File: config.mk
export PLATFORM = sky130hd
export DESIGN_NAME = host_bus_byte_port
export DESIGN_NICKNAME = d
export VERILOG_FILES = /design/src/shared/host_bus_byte_pkg.sv /design/src/hw/data_line_sync.sv /design/src/hw/host_bus_byte_port.sv
export SDC_FILE = /design/constraint.sdc
export NUM_CORES = 1
export LEC_CHECK = 0
export BUFFER_PORTS_ARGS = -buffer_cell sky130_fd_sc_hd__buf_4
export CAP_MARGIN = 40
export CELL_PAD_IN_SITES_DETAIL_PLACEMENT = 0
export CELL_PAD_IN_SITES_GLOBAL_PLACEMENT = 1
export CORE_MARGIN = 8
export CORE_UTILIZATION = 44
export CTS_BUF_LIST = sky130_fd_sc_hd__clkbuf_8
export DETAILED_ROUTE_END_ITERATION = 10
export PLACE_DENSITY_LB_ADDON = 0.1
export SLEW_MARGIN = 40
export SYNTH_ARGS = -nofsm -noshare
export SYNTH_HDL_FRONTEND = slang
export SYNTH_SLANG_ARGS = --single-unit
File: constraint.sdc
create_clock -name sys_clk -period 5.6 [get_ports sys_clk]
set_clock_uncertainty 0.05 [all_clocks]
set_input_delay 0.84 -clock sys_clk [delete_from_list [all_inputs] [get_ports sys_clk]]
set_output_delay 0.84 -clock sys_clk [all_outputs]
set_load 0.01 [all_outputs]
File: src/shared/host_bus_byte_pkg.sv
package host_bus_byte_pkg;

    // Mode field encodings
    localparam logic [3:0] MAIN_MODE_HOST_BYTE = 4'h2;
    localparam logic [3:0] SUB_MODE_MUXED = 4'h0;

    // Chip-select arrangement encodings
    localparam logic [1:0] CSA_ALE_ONLY = 2'h0;
    localparam logic [1:0] CSA_ONE_CS = 2'h1;
    localparam logic [1:0] CSA_TWO_CS = 2'h2;
    localparam logic [1:0] CSA_ALE_TWO_CS = 2'h3;

    // Widths and field positions
    localparam int ADDR_W = 28;
    localparam int DATA_W = 8;
    localparam int UPPER_LO = 8;
    localparam int UPPER_HI = 25;
    localparam int LINE26_BIT = 26;
    localparam int CS_SEL_BIT = 27;

    // Phase times in ns and the clock rate in MHz
    localparam int CLK_MHZ = 100;
    localparam int ADDR_PHASE_NS = 20;
    localparam int GAP_PHASE_NS = 10;
    localparam int STROBE_NS = 60;
    localparam int HOLD_PHASE_NS = 10;

    // Least times round up to whole cycles
    localparam logic [3:0] ADDR_CYC =
        4'((ADDR_PHASE_NS * CLK_MHZ + 999) / 1000);
    localparam logic [3:0] GAP_CYC = 4'((GAP_PHASE_NS * CLK_MHZ + 999) / 1000);
    localparam logic [3:0] STROBE_CYC = 4'((STROBE_NS * CLK_MHZ + 999) / 1000);
    localparam logic [3:0] HOLD_CYC =
        4'((HOLD_PHASE_NS * CLK_MHZ + 999) / 1000);

    // Access sequencer states
    typedef enum logic [4:0] {
        ST_IDLE = 5'b00001,
        ST_ADDR = 5'b00010,
        ST_GAP = 5'b00100,
        ST_DATA = 5'b01000,
        ST_HOLD = 5'b10000
    } phase_e;

endpackage

File: src/hw/data_line_sync.sv
`timescale 1ns/1ps
`default_nettype none

module data_line_sync
    import host_bus_byte_pkg::*;
(
    input wire logic sys_clk, // System clock
    input wire logic arst_n, // Asynchronous reset, active low
    input wire logic [DATA_W-1:0] lineIn, // Raw pin levels
    output logic [DATA_W-1:0] lineSync // Synchronised levels
);

    logic [DATA_W-1:0] stage1_reg;

    // Two flip-flops per line; the first is read only by the second
    for (genvar i = 0; i < DATA_W; i++) begin : g_bit
        always_ff @(posedge sys_clk or negedge arst_n) begin
            if (!arst_n) begin
                stage1_reg[i] <= 1'b0;
                lineSync[i] <= 1'b0;
            end else begin
                stage1_reg[i] <= lineIn[i];
                lineSync[i] <= stage1_reg[i];
            end
        end
    end

endmodule

`default_nettype wire

File: src/hw/host_bus_byte_port.sv
`timescale 1ns/1ps
`default_nettype none

// How it works
// Port works only while the main mode field holds 0x2.
// Within that mode, the sub-mode field must hold 0x0 for muxed use.
// Eight low lines carry address first, then 8-bit data.
// Sharing lines frees pins, so address reaches 28 bits; in arrangement 3 bit 26 reaches no pin.
// Latch enable pulses in the address phase; external latch holds it.
// Read strobe for reads, write strobe for writes, never both.
// Up to two peripherals; each chip select picks exactly one of them.
// Arrangement 0 latch only, 1 one select, 2 two, 3 latch plus two.
// Phases are stretched well beyond a fast single-cycle bus access.
// Muxing and select arrangement come from dedicated config inputs.
// Latch enable drops before either strobe is asserted.
module host_bus_byte_port
    import host_bus_byte_pkg::*;
(
    input wire logic sys_clk, // System clock, 100 MHz
    input wire logic arst_n, // Asynchronous reset, active low
    input wire logic [3:0] interfaceMainMode, // Main mode field
    input wire logic [3:0] hostBusSubMode, // Host-bus sub-mode field
    input wire logic [1:0] chipSelectArrangement, // Select arrangement
    input wire logic reqValid, // Access request
    input wire logic reqWrite, // 1 write, 0 read
    input wire logic [ADDR_W-1:0] reqAddr, // Access address
    input wire logic [DATA_W-1:0] reqWrData, // Write data
    output logic reqReady, // Request may be taken
    output logic rspValid, // Access finished, one cycle
    output logic [DATA_W-1:0] rspRdData, // Read data
    output logic [DATA_W-1:0] adOut, // Muxed lines, driven value
    output logic [DATA_W-1:0] adOe, // Muxed lines, enable per bit
    input wire logic [DATA_W-1:0] adIn, // Muxed lines, pin level
    output logic [UPPER_HI-UPPER_LO:0] upperAddr, // Lines 8 to 25
    output logic line26, // Address 26 or select 0 (low)
    output logic line27, // Address 27 or select 1 (low)
    output logic line30, // Latch enable (high) or select 0 (low)
    output logic rdStrobeN, // Read strobe, active low
    output logic wrStrobeN // Write strobe, active low
);

    phase_e state_reg, state_next;
    logic [3:0] cnt_reg, cnt_next;
    logic [ADDR_W-1:0] addr_reg;
    logic [DATA_W-1:0] wdata_reg;
    logic write_reg;
    logic [1:0] arr_reg;
    logic [DATA_W-1:0] adSync;

    // Mode gate and request acceptance
    wire modeOk = (interfaceMainMode == MAIN_MODE_HOST_BYTE)
        && (hostBusSubMode == SUB_MODE_MUXED);
    wire take = reqValid && reqReady && (state_reg == ST_IDLE);
    wire cntDone = (cnt_reg == 4'h0);

    // Sequencer next state
    always_comb begin
        state_next = state_reg;
        cnt_next = cntDone ? 4'h0 : cnt_reg - 4'h1;
        case (state_reg)
            ST_IDLE: begin
                if (take) begin
                    state_next = ST_ADDR;
                    cnt_next = ADDR_CYC - 4'h1;
                end
            end
            ST_ADDR: begin
                if (cntDone) begin
                    state_next = ST_GAP;
                    cnt_next = GAP_CYC - 4'h1;
                end
            end
            ST_GAP: begin
                if (cntDone) begin
                    state_next = ST_DATA;
                    cnt_next = STROBE_CYC - 4'h1;
                end
            end
            ST_DATA: begin
                if (cntDone) begin
                    state_next = ST_HOLD;
                    cnt_next = HOLD_CYC - 4'h1;
                end
            end
            ST_HOLD: begin
                if (cntDone) begin
                    state_next = ST_IDLE;
                end
            end
            default: begin
                state_next = ST_IDLE;
                cnt_next = 4'h0;
            end
        endcase
    end

    // Request values seen by the next pin state
    wire [ADDR_W-1:0] curAddr = take ? reqAddr : addr_reg;
    wire [DATA_W-1:0] curData = take ? reqWrData : wdata_reg;
    wire curWrite = take ? reqWrite : write_reg;
    wire [1:0] curArr = take ? chipSelectArrangement : arr_reg;

    // Pin decode from the next state
    wire nAddrPh = (state_next == ST_ADDR) || (state_next == ST_GAP);
    wire nDataPh = (state_next == ST_DATA) || (state_next == ST_HOLD);
    wire nBusy = (state_next != ST_IDLE);
    wire nAle = (state_next == ST_ADDR);
    wire nOe = nAddrPh || (nDataPh && curWrite);
    wire [DATA_W-1:0] nAd = nDataPh ? curData : curAddr[DATA_W-1:0];
    wire hiSel = curAddr[CS_SEL_BIT];
    wire nCs0 = nBusy && ((curArr == CSA_ONE_CS) || !hiSel);
    wire nCs1 = nBusy && hiSel;
    wire nLine30 = ((curArr == CSA_ALE_ONLY) || (curArr == CSA_ALE_TWO_CS))
        ? nAle : !nCs0;
    wire nLine26 = (curArr == CSA_ALE_TWO_CS) ? !nCs0
        : curAddr[LINE26_BIT];
    wire nLine27 = ((curArr == CSA_TWO_CS) || (curArr == CSA_ALE_TWO_CS))
        ? !nCs1 : curAddr[CS_SEL_BIT];
    wire nRdN = !((state_next == ST_DATA) && !curWrite);
    wire nWrN = !((state_next == ST_DATA) && curWrite);
    wire endAccess = (state_reg == ST_HOLD) && cntDone;
    // Synchronised value is two cycles old, still inside the strobe
    wire capRead = (state_reg == ST_DATA) && cntDone && !write_reg;

    // Read data pins pass a two-stage synchroniser
    data_line_sync u_sync (
        .sys_clk(sys_clk),
        .arst_n(arst_n),
        .lineIn(adIn),
        .lineSync(adSync)
    );

    // Sequencer and request latch
    always_ff @(posedge sys_clk or negedge arst_n) begin
        if (!arst_n) begin
            state_reg <= ST_IDLE;
            cnt_reg <= 4'h0;
            addr_reg <= '0;
            wdata_reg <= '0;
            write_reg <= 1'b0;
            arr_reg <= CSA_ALE_ONLY;
        end else begin
            state_reg <= state_next;
            cnt_reg <= cnt_next;
            addr_reg <= curAddr;
            wdata_reg <= curData;
            write_reg <= curWrite;
            arr_reg <= curArr;
        end
    end

    // Registered pins
    always_ff @(posedge sys_clk or negedge arst_n) begin
        if (!arst_n) begin
            adOut <= '0;
            adOe <= '0;
            upperAddr <= '0;
            line26 <= 1'b0;
            line27 <= 1'b0;
            line30 <= 1'b0;
            rdStrobeN <= 1'b1;
            wrStrobeN <= 1'b1;
        end else begin
            adOut <= nAd;
            adOe <= {DATA_W{nOe}};
            upperAddr <= curAddr[UPPER_HI:UPPER_LO];
            line26 <= nLine26;
            line27 <= nLine27;
            line30 <= nLine30;
            rdStrobeN <= nRdN;
            wrStrobeN <= nWrN;
        end
    end

    // Request and answer side
    always_ff @(posedge sys_clk or negedge arst_n) begin
        if (!arst_n) begin
            reqReady <= 1'b0;
            rspValid <= 1'b0;
            rspRdData <= '0;
        end else begin
            reqReady <= modeOk && (state_next == ST_IDLE);
            rspValid <= endAccess;
            if (capRead) begin
                rspRdData <= adSync;
            end
        end
    end
endmodule

`default_nettype wire

After elaboration in Yosys (flattened, before gate mapping):

Index checks and enable logic that the tools add are counted.

* logic and storage cells: 97
* register bits: 106
* output and inout port bits: 49
* input bits: 58

* add/sub/neg operators: 1
* reductions and logical operators: 29
* mux-type cells: 19
* equality and inequality tests: 15

Operators with widths (count)
* 28-bit 2-to-1 mux: 1
* 5-bit 2-to-1 mux: 5
* 5-bit case mux with 5 select lines: 1
* 4-bit 2-to-1 mux: 4
* 8-bit 2-to-1 mux: 2
* 4-bit case mux with 4 select lines: 1
* 1-bit logical AND: 12
* 5-bit by 1-bit equality test with 1-bit output (second input constant): 2
* 5-bit by 2-bit equality test with 1-bit output (second input constant): 2
* 5-bit by 3-bit equality test with 1-bit output (second input constant): 2
* 5-bit by 4-bit equality test with 1-bit output (second input constant): 2
* 5-bit equality test (second input constant): 2
* 4-bit zero test: 2
* 1-bit zero test: 7
* 1-bit logical OR: 6
* 5-bit by 1-bit inequality test with 1-bit output (second input constant): 1
* 2-bit equality test (second input constant): 2
* 4-bit by 2-bit equality test with 1-bit output (second input constant): 1
* 1-bit 2-to-1 mux: 4
* 4-bit by 1-bit subtractor with 4-bit output (second input constant): 1
* 2-bit by 1-bit equality test with 1-bit output (second input constant): 1
* 2-bit zero test: 1
* 2-bit 2-to-1 mux: 1
* 2-bit OR reduction: 1

Logic depth before layout (Yosys ltp):

* depth after elaboration: 8
* mapped depth: 10
* mapped depth without buffers: 7

By module:

From an unflattened synthesis, not the netlist that was laid out.

* cells, all modules: 317
* area total of the unflattened synthesis: 3854.9 µm²

Modules (own cells, without submodules)
* host_bus_byte_port: seq. area each 1805.5 µm², cells an instance 301, times used 1, area each 3454.6 µm²
* data_line_sync: seq. area each 400.4 µm², cells an instance 16, times used 1, area each 400.4 µm²

Least setup slack after synthesis:

Ideal clock, no wire load.

* path type: input-to-reg
* start: in reqValid
* end: reg line30
* data arrival time: 2.655 ns
* data required time: 5.460 ns
* stages on the path: 10
* path buffers: 3
* path slack: 2.805 ns
* setup time: 0.090 ns
* cell sequence: and3b_1 -> clkbuf_1 -> nand2_2 -> clkbuf_1 -> clkbuf_1 -> nand2_1 -> nand2_1 -> ha_1 -> or2_2 -> o221ai_1

* word-level cells in the longest chain between the ends: 8
* elaborated cells between the ends (all ways): 17
* those cells by class: 4 x eq/ne; 5 x mux; 8 x reduce/logical

Ends and longest elaborated chain
* start, declared: line host_bus_byte_port.sv:24 `input wire logic reqValid,`
* 1-bit logical AND (*) (2 in a row): line host_bus_byte_port.sv:53 `wire take = reqValid && reqReady && (state_reg == ST_IDLE);`
* 2-bit 2-to-1 mux (*): line host_bus_byte_port.sv:101 `wire [1:0] curArr = take ? chipSelectArrangement : arr_reg;`
* named net curArr[0]: line host_bus_byte_port.sv:101
* 2-bit by 1-bit equality test with 1-bit output: line host_bus_byte_port.sv:111 `wire nCs0 = nBusy && ((curArr == CSA_ONE_CS) || !hiSel);`
* 1-bit logical OR: line host_bus_byte_port.sv:111
* 1-bit logical AND: line host_bus_byte_port.sv:111
* 1-bit zero test: line host_bus_byte_port.sv:114 `? nAle : !nCs0;`
* 1-bit 2-to-1 mux (*): line host_bus_byte_port.sv:114
* named net nLine30: line host_bus_byte_port.sv:113 `wire nLine30 = ((curArr == CSA_ALE_ONLY) || (curArr == CSA_ALE_TWO_CS))`
* end signal, assigned: line host_bus_byte_port.sv:169 `line30 <= nLine30;`
* end, declared: line host_bus_byte_port.sv:37 `output logic line30,`

Mark *: on every way through the listed nets, which the timed path passes. The rest lies on a longest branch.
A chain may end at the register's enable or synchronous reset.

Final worst setup path:

* start: reg state_reg[4]
* end: reg line30

* word-level cells in the longest chain between the ends: 8
* elaborated cells between the ends (all ways): 25
* those cells by class: 9 x eq/ne; 9 x mux; 7 x reduce/logical

Ends and longest elaborated chain
* start, declared: line host_bus_byte_port.sv:42 `phase_e state_reg, state_next;`
* start signal, assigned: line host_bus_byte_port.sv:143 `state_reg <= state_next;`
* 5-bit by 1-bit equality test with 1-bit output (*): line host_bus_byte_port.sv:53
* 1-bit logical AND (*): line host_bus_byte_port.sv:53
* 2-bit 2-to-1 mux (*): line host_bus_byte_port.sv:101
* named net curArr[0]: line host_bus_byte_port.sv:101
* 2-bit by 1-bit equality test with 1-bit output: line host_bus_byte_port.sv:111
* 1-bit logical OR: line host_bus_byte_port.sv:111
* 1-bit logical AND: line host_bus_byte_port.sv:111
* 1-bit zero test: line host_bus_byte_port.sv:114
* 1-bit 2-to-1 mux (*): line host_bus_byte_port.sv:114
* named net nLine30: line host_bus_byte_port.sv:113

Marks and branches as above.

==> metrics.md <==
| Metric | Value |
|---|---|
| # hold bufs at CTS | 0 |
| Syn Inst Count | 356 |
| Die ar. | 11,800 um2 |
| Netlist Area Pre-Place | 3760 um2 |
| Fin crit share | 50.4% |
| HP Class | register to register |
| Root buffer cell | clkbuf_8 |
| Syn_nets | 418 |
| Worst reg2reg path depth | 8 |
| Placed insts | 528 |
| Routability congestion estimate | 0.817 |
| Post-CTS Setup Repair Bufs | 0 |
| Most frequent cell after synthesis | nand2_1 |
| Total clock sinks | 88 |
| Worst reg2reg path startpoint | state_reg[4] |
| Largest net degree at the start of global routing | 54 |
| Critical Path AT | 3040 ps |
| Worst r2r dst | line30 |
| Power consumption | 1320 uW |
| DRT antenna net count | 0 |
| Setup Viol. Count Final | 0 |
| Number of synthesized flops with an enable pin | 0 |
| Starting density of the core | 45.5% |
| Pre-CTS setup slack | 2630 ps |
| CTS tree | built |
| H-tree depth | 3 |
| Total CTS buffers | 9 |
| Critical Path Source | state_reg[4] |
| N_diodes | 0 |
| Ratio of cells with drive above 1 in the final layout | 33.7% |
| RSZ-0062 raised after global routing | no |
| CP Cell Sequence | nor4b_4, nand2_2, buf_16, nand2_1, nand2_1, ha_1, or2_2, o221ai_1 |
| Worst Setup EP | line30 |
| Worst VDD drop | 113 uV |
| Post-synth ARST share | 100% |
| Status | finished, final reports clean |
| Port bufs | 106 |
| Post-synth top flop | dfrtp_1 |
| Fmax | 354 MHz |
| Initial antenna violation count | 0 |
| Routed via count | 2,734 |
| DRC | 0 |
| Die height | 108 um |
| #FFs+latches synth | 88 |
| Synth top cells by count | nand2_1 (111), dfrtp_1 (85), buf_4 (26), o211ai_1 (17), nor2_1 (10) |
| Global-route wire length before repair | 14,500 um |
| Relative slew slack | 51.1% |
| Number of global-route vias before repair | 2,856 |
| Yosys warnings | 0 |
| Setup tns final | 0 ps |
| Slew Limit Fails | 0 |
| Max reg flops | 17 |
| Leading post-synthesis cells by cell area | dfrtp_1 (57%), nand2_1 (11%), buf_4 (5.2%) |
| CORE AREA | 8260 um2 |
| Critical path fanouts, max | 22 |
| Reg clk slew, reported paths | 90 ps |
| Syn Area/Cell | 10.6 um2 |
| P per Cell Area | 283 nW/um2 |
| PnR worst setup slack | 2780 ps |
| Max incr delay on CP | 590 ps |
| Total of max-cap violations | 0 |
| I/O Pins | 107 |
| Lkg Pwr | 0.00248 uW |
| WP buf/inv | 1 |
| Die width | 108 um |
| CP dominant cell by count | nand2_1 |
| Fin util | 56.6% |
| Initial drt markers | 100 |
| Fin cells | 544 |
| Worst path depth | 8 |
| Count of final hold-check violations | 0 |
| Layout Area Growth over Synthesis | 24.2% |
| Gr ovfl total | 0 |
| Post-cts gate resize count | 0 |
| # rows | 33 |
| Dpl hpwl | 6350 um |
| Setup CP Type | register to register |
| Worst setup EP type | register |
| Share of the synthesized area in the top cell type | 56.6% |
| Slew of the pin with the lowest slew margin | 715 ps |
| Clk Latency, worst-skew pair | 350 ps |
| Minimum clock period | 2820 ps |
| Top delay family on crit path | simple AND/OR/NAND/NOR gates |
| Flop2flop setup slack | 2780 ps |
| Unique masters post-synth | 50 |
| Total GRT Usage | 15.6% |
| Worst endpoint required time | 5820 ps |
| First-pass DRT Iterations | 4 |
| Vias/cell | 5.03 |
| CP startpoint kind | register |
| Slowest CP cell | dfrtp_1 |
| Area leader, netlist | dfrtp_1 |
| Seq/Total Area, Yosys | 58.6% |
| Longest Clk Path Bufs | 2 |
| Fin nets | 496 |
| Drt wl/cell | 16.3 um |
| Total Routed Length | 8890 um |
| Number of fill cells in the layout | 740 |
[worst min-delay path by stage]
stage                         startpoint            endpoint  cells after the start
floorplan           u_sync.stage1_reg[0]  u_sync.lineSync[0]                      0
global placement    u_sync.stage1_reg[4]  u_sync.lineSync[4]                      0
detailed placement  u_sync.stage1_reg[3]  u_sync.lineSync[3]                      0
CTS                 u_sync.stage1_reg[3]  u_sync.lineSync[3]                      0
global route        u_sync.stage1_reg[3]  u_sync.lineSync[3]                      0
finish              u_sync.stage1_reg[3]  u_sync.lineSync[3]                      0
[cell usage in the layout (no fill, tap or decap), types with 6 or more instances in the layout]
| master | instances |
|---|---|
| mux2_2 | 8 |
| nor2_1 | 10 |
| o211ai_1 | 17 |
| clkbuf_8 | 9 |
| a21oi_1 | 6 |
| dfrtp_1 | 85 |
| nand2_1 | 111 |
| buf_4 | 108 |
| nor3_1 | 7 |
| inv_1 | 9 |
[cell families (layout without fill, tap and decap cells)]
family	Yosys count	in the layout	synth area share, %
AO/OA/AOI/OAI	44	44	9.02
XOR/XNOR	2	2	0.466
adder cells (fa/ha/maj)	4	4	1.33
buffers and inverters	51	134	8.08
flip-flops	88	88	58.6
multiplexers	11	11	3.33
AND/OR/NAND/NOR	156	156	19.1
[power breakdown]
part | total [uW] | internal, uW | switching (uW)
sequential | 697 | 673 | 23.3
combinational | 165 | 84.6 | 80.1
clock | 460 | 216 | 244
[routing by layer]
| metal | wire length [um] | GRT usage, % |
|---|---|---|
| met2 | 4120 | 23.3 |
| met4 | 119 | 6.16 |
| met3 | 550 | 4.05 |
| met1 | 4090 | 21.2 |
| met5 | 0 | 0 |
[layout make-up]
type                       instances  area (um2)  area share, %
sequential                        88        2210           47.2
multi-input combinational        217        1250           26.8
timing repair buffer             109         838           17.9
tap                              105         131           2.81
clock buffer                       9         124           2.65
clock inverter                     7        86.3           1.85
inverter                           9        33.8          0.723
[through the flow]
stage,instance area [um2],hold slack [ps]
floorplan,3760,281
global placement,4430,282
detailed placement,4460,285
CTS,4670,306
global route,4670,314
finish,4670,304
(Power assumes the default switching activity.)
